$ cat src/hw/rotate_pkg.sv
package rotate_pkg;

	// ==========================================
	// Widths
	localparam int unsigned DATA_W     = 16;
	localparam int unsigned REG_IDX_W  = 4;

	// ==========================================
	// Pointer step sizes
	localparam logic [15:0] STEP_WORD  = 16'h0002;
	localparam logic [15:0] STEP_BYTE  = 16'h0001;

	// ==========================================
	// Reset values
	localparam logic [15:0] RESULT_RST = 16'h0000;
	localparam logic        FLAG_RST   = 1'b0;

	// ==========================================
	// Operations
	typedef enum logic [1:0] {
		rotate_right_through_carry = 2'b00,
		rotate_right_no_carry      = 2'b01,
		rotate_left_through_carry  = 2'b11,
		rotate_left_no_carry       = 2'b10
	} rot_op_e;

	// Addressing modes of one operand
	typedef enum logic [2:0] {
		mode_direct    = 3'b000,
		mode_indirect  = 3'b001,
		mode_post_inc  = 3'b011,
		mode_post_dec  = 3'b010,
		mode_pre_inc   = 3'b110,
		mode_pre_dec   = 3'b111
	} addr_mode_e;

	typedef struct packed {
		rot_op_e           op;
		logic              byte_mode;
		addr_mode_e        src_mode;
		logic [3:0]        source_operand_reg;
		addr_mode_e        dst_mode;
		logic [3:0]        dest_operand_reg;
	} rot_cmd_s;

	typedef struct packed {
		logic n;
		logic z;
		logic c;
	} rot_flags_s;

endpackage : rotate_pkg

$ cat src/hw/rotate_unit.sv
// Overview of operation
// RQ1: Rotate right through carry, carry as extra bit
// RQ2: Old carry goes to result MSB
// RQ3: Carry takes source LSB afterward
// RQ4: Rotate right no carry: LSB to MSB
// RQ5: No-carry rotates leave carry unchanged
// RQ6: Operands direct or indirect via working register
// RQ7: Word post-increment advances pointer by two
// RQ8: N is result MSB, Z when zero
`timescale 1ns/1ps

module rotate_unit
	import rotate_pkg::*;
(
	input  wire logic        clock_i,
	input  wire logic        nrst_i,
	input  wire logic        start_i,
	input  rot_cmd_s         cmd_i,
	input  wire logic [15:0] src_ptr_i,
	input  wire logic [15:0] src_data_i,
	input  wire logic [15:0] dst_ptr_i,
	input  wire logic        carry_i,
	output logic      [15:0] src_addr_o,
	output logic      [15:0] src_ptr_new_o,
	output logic             src_ptr_we_o,
	output logic      [15:0] dst_addr_o,
	output logic      [15:0] dst_ptr_new_o,
	output logic             dst_ptr_we_o,
	output logic             dst_is_mem_o,
	output logic      [15:0] result_o,
	output logic             result_valid_o,
	output rot_flags_s       flags_o
);

	// ==========================================
	// Helpers
	function automatic logic [15:0] ptr_step(input logic byte_mode);
		ptr_step = byte_mode ? STEP_BYTE : STEP_WORD;
	endfunction : ptr_step

	function automatic logic [15:0] eff_addr(input addr_mode_e m, input logic [15:0] p,
		input logic [15:0] s);
		case (m)
			mode_pre_inc: eff_addr = p + s;
			mode_pre_dec: eff_addr = p - s;
			default:      eff_addr = p;
		endcase
	endfunction : eff_addr

	function automatic logic [15:0] new_ptr(input addr_mode_e m, input logic [15:0] p,
		input logic [15:0] s);
		case (m)
			mode_post_inc, mode_pre_inc: new_ptr = p + s;
			mode_post_dec, mode_pre_dec: new_ptr = p - s;
			default:                     new_ptr = p;
		endcase
	endfunction : new_ptr

	// ==========================================
	// Operand addressing
	wire logic [15:0] step = ptr_step(cmd_i.byte_mode);
	wire logic        src_upd = (cmd_i.src_mode != mode_direct) && (cmd_i.src_mode != mode_indirect);
	wire logic        dst_upd = (cmd_i.dst_mode != mode_direct) && (cmd_i.dst_mode != mode_indirect);
	wire logic [15:0] next_src_addr = eff_addr(cmd_i.src_mode, src_ptr_i, step); // [RQ6]
	wire logic [15:0] next_dst_addr = eff_addr(cmd_i.dst_mode, dst_ptr_i, step); // [RQ6]
	wire logic [15:0] next_src_ptr  = new_ptr(cmd_i.src_mode, src_ptr_i, step);  // [RQ7]
	wire logic [15:0] next_dst_ptr  = new_ptr(cmd_i.dst_mode, dst_ptr_i, step);

	// Address goes out combinationally so fetch logic can read in this cycle
	assign src_addr_o = next_src_addr;

	// ==========================================
	// Rotate datapath; byte mode keeps upper byte of source
	wire logic [7:0]  b = src_data_i[7:0];
	wire logic [15:0] w = src_data_i;
	logic      [15:0] next_result;
	logic             next_c;

	always_comb begin
		next_result = w;
		next_c      = carry_i; // [RQ5]
		case (cmd_i.op)
			rotate_right_through_carry: begin
				if (cmd_i.byte_mode) begin
					next_result = {w[15:8], carry_i, b[7:1]}; // [RQ1] [RQ2]
					next_c      = b[0];                      // [RQ3]
				end else begin
					next_result = {carry_i, w[15:1]};        // [RQ1] [RQ2]
					next_c      = w[0];                      // [RQ3]
				end
			end
			rotate_right_no_carry: begin
				if (cmd_i.byte_mode)
					next_result = {w[15:8], b[0], b[7:1]};   // [RQ4]
				else
					next_result = {w[0], w[15:1]};           // [RQ4]
			end
			rotate_left_through_carry: begin
				if (cmd_i.byte_mode) begin
					next_result = {w[15:8], b[6:0], carry_i};
					next_c      = b[7];
				end else begin
					next_result = {w[14:0], carry_i};
					next_c      = w[15];
				end
			end
			rotate_left_no_carry: begin
				if (cmd_i.byte_mode)
					next_result = {w[15:8], b[6:0], b[7]};
				else
					next_result = {w[14:0], w[15]};
			end
			default: begin
				next_result = w;
			end
		endcase
	end

	wire logic next_n = cmd_i.byte_mode ? next_result[7] : next_result[15];        // [RQ8]
	wire logic next_z = cmd_i.byte_mode ? (next_result[7:0] == 8'h00)
		: (next_result == 16'h0000);                                                 // [RQ8]

	// ==========================================
	// Result register
	always_ff @(posedge clock_i or negedge nrst_i) begin
		if (!nrst_i) begin
			result_o       <= RESULT_RST;
			result_valid_o <= 1'b0;
			flags_o        <= '{n: FLAG_RST, z: FLAG_RST, c: FLAG_RST};
			dst_addr_o     <= RESULT_RST;
			dst_is_mem_o   <= 1'b0;
			src_ptr_new_o  <= RESULT_RST;
			src_ptr_we_o   <= 1'b0;
			dst_ptr_new_o  <= RESULT_RST;
			dst_ptr_we_o   <= 1'b0;
		end else begin
			result_valid_o <= start_i;
			src_ptr_we_o   <= start_i && src_upd;
			dst_ptr_we_o   <= start_i && dst_upd;
			if (start_i) begin
				result_o      <= next_result;
				flags_o       <= '{n: next_n, z: next_z, c: next_c};
				dst_addr_o    <= next_dst_addr;
				dst_is_mem_o  <= (cmd_i.dst_mode != mode_direct);
				src_ptr_new_o <= next_src_ptr;
				dst_ptr_new_o <= next_dst_ptr;
			end
		end
	end
endmodule : rotate_unit

$ cat config.mk
export PLATFORM = sky130hd
export DESIGN_NAME = rotate_unit
export DESIGN_NICKNAME = d
export VERILOG_FILES = /design/src/hw/rotate_pkg.sv /design/src/hw/rotate_unit.sv
export SDC_FILE = /design/constraint.sdc
export NUM_CORES = 1
export LEC_CHECK = 0
export ABC_AREA = 1
export ABC_CLOCK_PERIOD_IN_PS = 1600
export BUFFER_PORTS_ARGS = -buffer_cell sky130_fd_sc_hd__buf_2
export CORE_MARGIN = 5
export CORE_UTILIZATION = 43
export DETAILED_ROUTE_END_ITERATION = 6
export PLACE_DENSITY = 0.66
export SYNTH_ARGS = -nofsm -noshare
export SYNTH_HDL_FRONTEND = slang
export SYNTH_SLANG_ARGS = --single-unit
$ cat constraint.sdc
create_clock -name clock_i -period 1.6 [get_ports clock_i]
set_input_delay 0.16 -clock clock_i [delete_from_list [all_inputs] [get_ports clock_i]]
set_output_delay 0.16 -clock clock_i [all_outputs]
set_load 0.005 [all_outputs]
==> impl_metrics.toml <==
[status]
status = "finished with violations"
failed_checks = "negative setup slack"

[finish]
fin_util_pct = 59.56
synthToLayoutAreaGrowth_pct = 34.93
n_antenna_cell = 0
finalNetCount = 1300
drive_gt1_share_pct = 29.61

[routing]
vias = 7228
drt-initial-drc-count = 557
post_drt_via_cell_ratio = 5.178
ant_nets = 0
dr.pass1.iters = 5
remaining_drc_errors = 0
post_drt_wl_per_cell_um = 15.07
routed_wl_um = 21040

[floorplanning]
ios = 156
dieArea_um2 = 16860
die_h_um = 129.8
rows = 43
die_width_um = 129.8
core-area_um2 = 13990
initial_core_util_pct = 44.14

[power]
pwr-share-comb_pct = 32.5
ir_worst_vdd_mv = 0.5748
p_leak_nw = 4.257
p_clk_share_pct = 31.5
power.switching_w = 0.002021
cellInternalPower_w = 0.003842
powerDensity_nw_per_um2 = 703.7
seqPwrFrac_pct = 36.0
power.total_w = 0.005863
swShare_pct = 34.47

[synthesis]
ys_ff_latch = 71
avgSynthCellArea_um2 = 6.156
synthTopCellsByArea = "dfrtp_1 (29%), nand2_1 (23%), nand3_1 (9.6%), nor2_1 (5.3%), inv_1 (5.2%)"
async_reset_ff_share_pct = 100.0
yosys.area.top_type_share_pct = 28.77
syn_inst = 1003
synthFlopType = "dfrtp_1"
yosysWarningCount = 0
ys_seq_area_share_pct = 28.77
synth_nets = 1091
synth_edf_count = 0
synth.top_cells.by_count = "nand2_1 (376), nand3_1 (118), nor2_1 (87), inv_1 (85), dfrtp_1 (71)"
ys_types = 34
synth_most_common_cell = "nand2_1"
syn_area_um2 = 6175
yosysTopAreaCell = "dfrtp_1"

[run]
maxCapViolCount = 0

[cts]
tritoncts = "built"
cts_buffer_depth = 2
cts.htree.levels = 3
clockRootBuffer = "clkbuf_16"
clk_latency_ns = 0.34
numCtsBuffers = 9
clk_pin_slew_ns = 0.06
cts.sinks = 71

[worst_setup_path]
crit_required_ns = 1.44
reg2reg_to = "dst_addr_o[5]$_DFFE_PN0P_"
critPathKind = "in2out"
reg2regPathDepth = 3
arrival_ns = 1.64
startpoint_type = "input pin"
reg2reg_from = "dst_addr_o[5]$_DFFE_PN0P_"
crit_end = "src_addr_o[10]"
reg2reg_slack_ns = 0.75
end_kind = "output pin"
critPathLaunch = "cmd_i[14]"
worstPathMaxFanout = 5

[placed_design]
pre_cts_ws_ns = -0.5078
port_buffers = 147
place.gp.congestion = 0.9272
dpl.hpwl_um = 15950

[timing]
hold_violations = 0
tightest_slew_ns = 0.7968
setup_tns_ns = -2.068
relSlewSlack_pct = 46.87
setup_slack_ns = -0.2047
fin_skew_ns = 0
maxSlewViolCount = 0
timing.fmax_mhz = 554.1
finalCriticalPeriod_ns = 1.805
finalCritPeriodShare_pct = 112.8
rsz0062_at_grt = "true"
setup_viol = 20

[global_routing]
grt-ovfl-total = 0
grt_use_total_pct = 25.02
grt_max_degree = 45
antenna_found_initial = 0
grt_pass1_vias = 6713
grt_pass1_wl_um = 33670

[min_path]
hp-class = "in2reg"
## cell type report
type                       count  area, µm²
clock inverter                 5      36.28
fill                        1384       5657
timing repair buffer         246       1589
tap                          180      225.2
inverter                      91      351.6
sequential                    71       1777
multi-input combinational    793       4124
clock buffer                  10      229.0
## per-stage QoR
step	instances	hold slack (ns)	area, µm²
CTS	1392	0.1367	8132
floorplan	1003	-0.1356	6175
finish	1396	0.1481	8332
global placement	1369	0.1172	7600
detailed placement	1369	0.1222	7600
global route	1396	0.1668	8332
## worst min path at each step
stage / start / end / slack [ns] / cells past startpoint
6_report: src_data_i[1] / result_o[0]$_DFFE_PN0P_ / 0.15 / 3
5_1_grt: cmd_i[4] / dst_is_mem_o$_DFFE_PN0P_ / 0.17 / 3
4_1_cts: src_data_i[0] / result_o[1]$_DFFE_PN0P_ / 0.14 / 3
3_5_place_dp: nrst_i / dst_addr_o[10]$_DFFE_PN0P_ / 0.12 / 1
3_3_place_gp: nrst_i / dst_addr_o[10]$_DFFE_PN0P_ / 0.12 / 1
2_1_floorplan: nrst_i / dst_addr_o[0]$_DFFE_PN0P_ / -0.14 / 0
## placed cells by master (no fill, tap or decap), types with 8 or more instances in the layout
cell	count
a21oi_1	41
o21ai_1	11
nand2_1	363
inv_2	10
xor2_1	10
a31oi_1	9
nand4_1	11
nor2_1	80
inv_1	78
nor2_4	12
clkbuf_16	9
nand2_2	16
ha_1	8
buf_4	88
nor2_2	11
o21ai_2	9
o21ai_0	31
dfrtp_1	71
buf_2	144
nand3_1	111
o211ai_1	17
## layer usage
metal	vias to the layer above	part of all wire (%)	global-route usage (%)
met4	0	2.3	8.741
met5	-	0	0
met3	37	7.6	5.813
met2	254	45	39.46
met1	3293	45	33.84
li1	3644	-	-
## timing repair
| item | 4_1_cts | 5_1_grt |
|---|---|---|
| endpoints found under the setup margin | 25 | 43 |
| gates cloned | 0 | 0 |
| endpoints found under the hold margin | 26 | 0 |
| pin swaps | 20 | 32 |
| setup buffers | 7 | 5 |
| hold buffers | 1 | 0 |
| gates resized for setup | 54 | 49 |
## state kept, by name (all words and copies together) (netlist names)
| register | flops |
|---|---|
| dst_ptr_new_o | 16 |
| dst_addr_o | 16 |
| result_valid_o | 1 |
| dst_is_mem_o | 1 |
| src_ptr_we_o | 1 |
| dst_ptr_we_o | 1 |
| result_o | 16 |
| src_ptr_new_o | 16 |
| flags_o | 3 |
## kinds of logic (layout without fill, tap and decap cells)
group,count (synthesis),after routing,synth area share (%)
AO/OA/AOI/OAI,131,131,12.08
XOR/XNOR,18,18,2.553
adder cells (fa/ha/maj),19,19,4.336
buffers and inverters,139,352,9.443
flip-flops,71,71,28.77
AND/OR/NAND/NOR,625,625,42.82
## power groups by stage
stage	Sequential (W)	Combinational (W)	Clock, W
after global routing	0.00214	0.00213	0.00197
after global placement	0.00213	0.00176	0
after CTS	0.00211	0.00185	0.00189
after detailed placement	0.00214	0.00177	0
final	0.00211	0.00191	0.00185
after floorplan	0.00215	0.000906	0
## worst max-delay path: stages
cell and delay (ns):
buf_12 0.11, buf_8 0.13, fa_2 0.43, nor2_4 0.18, nand2_2 0.10, inv_4 0.09
nand3_2 0.06, nand2_2 0.07, nand3_2 0.05, o211ai_1 0.10, buf_2 0.15
Note: power is estimated with default switching activity, not from simulation.
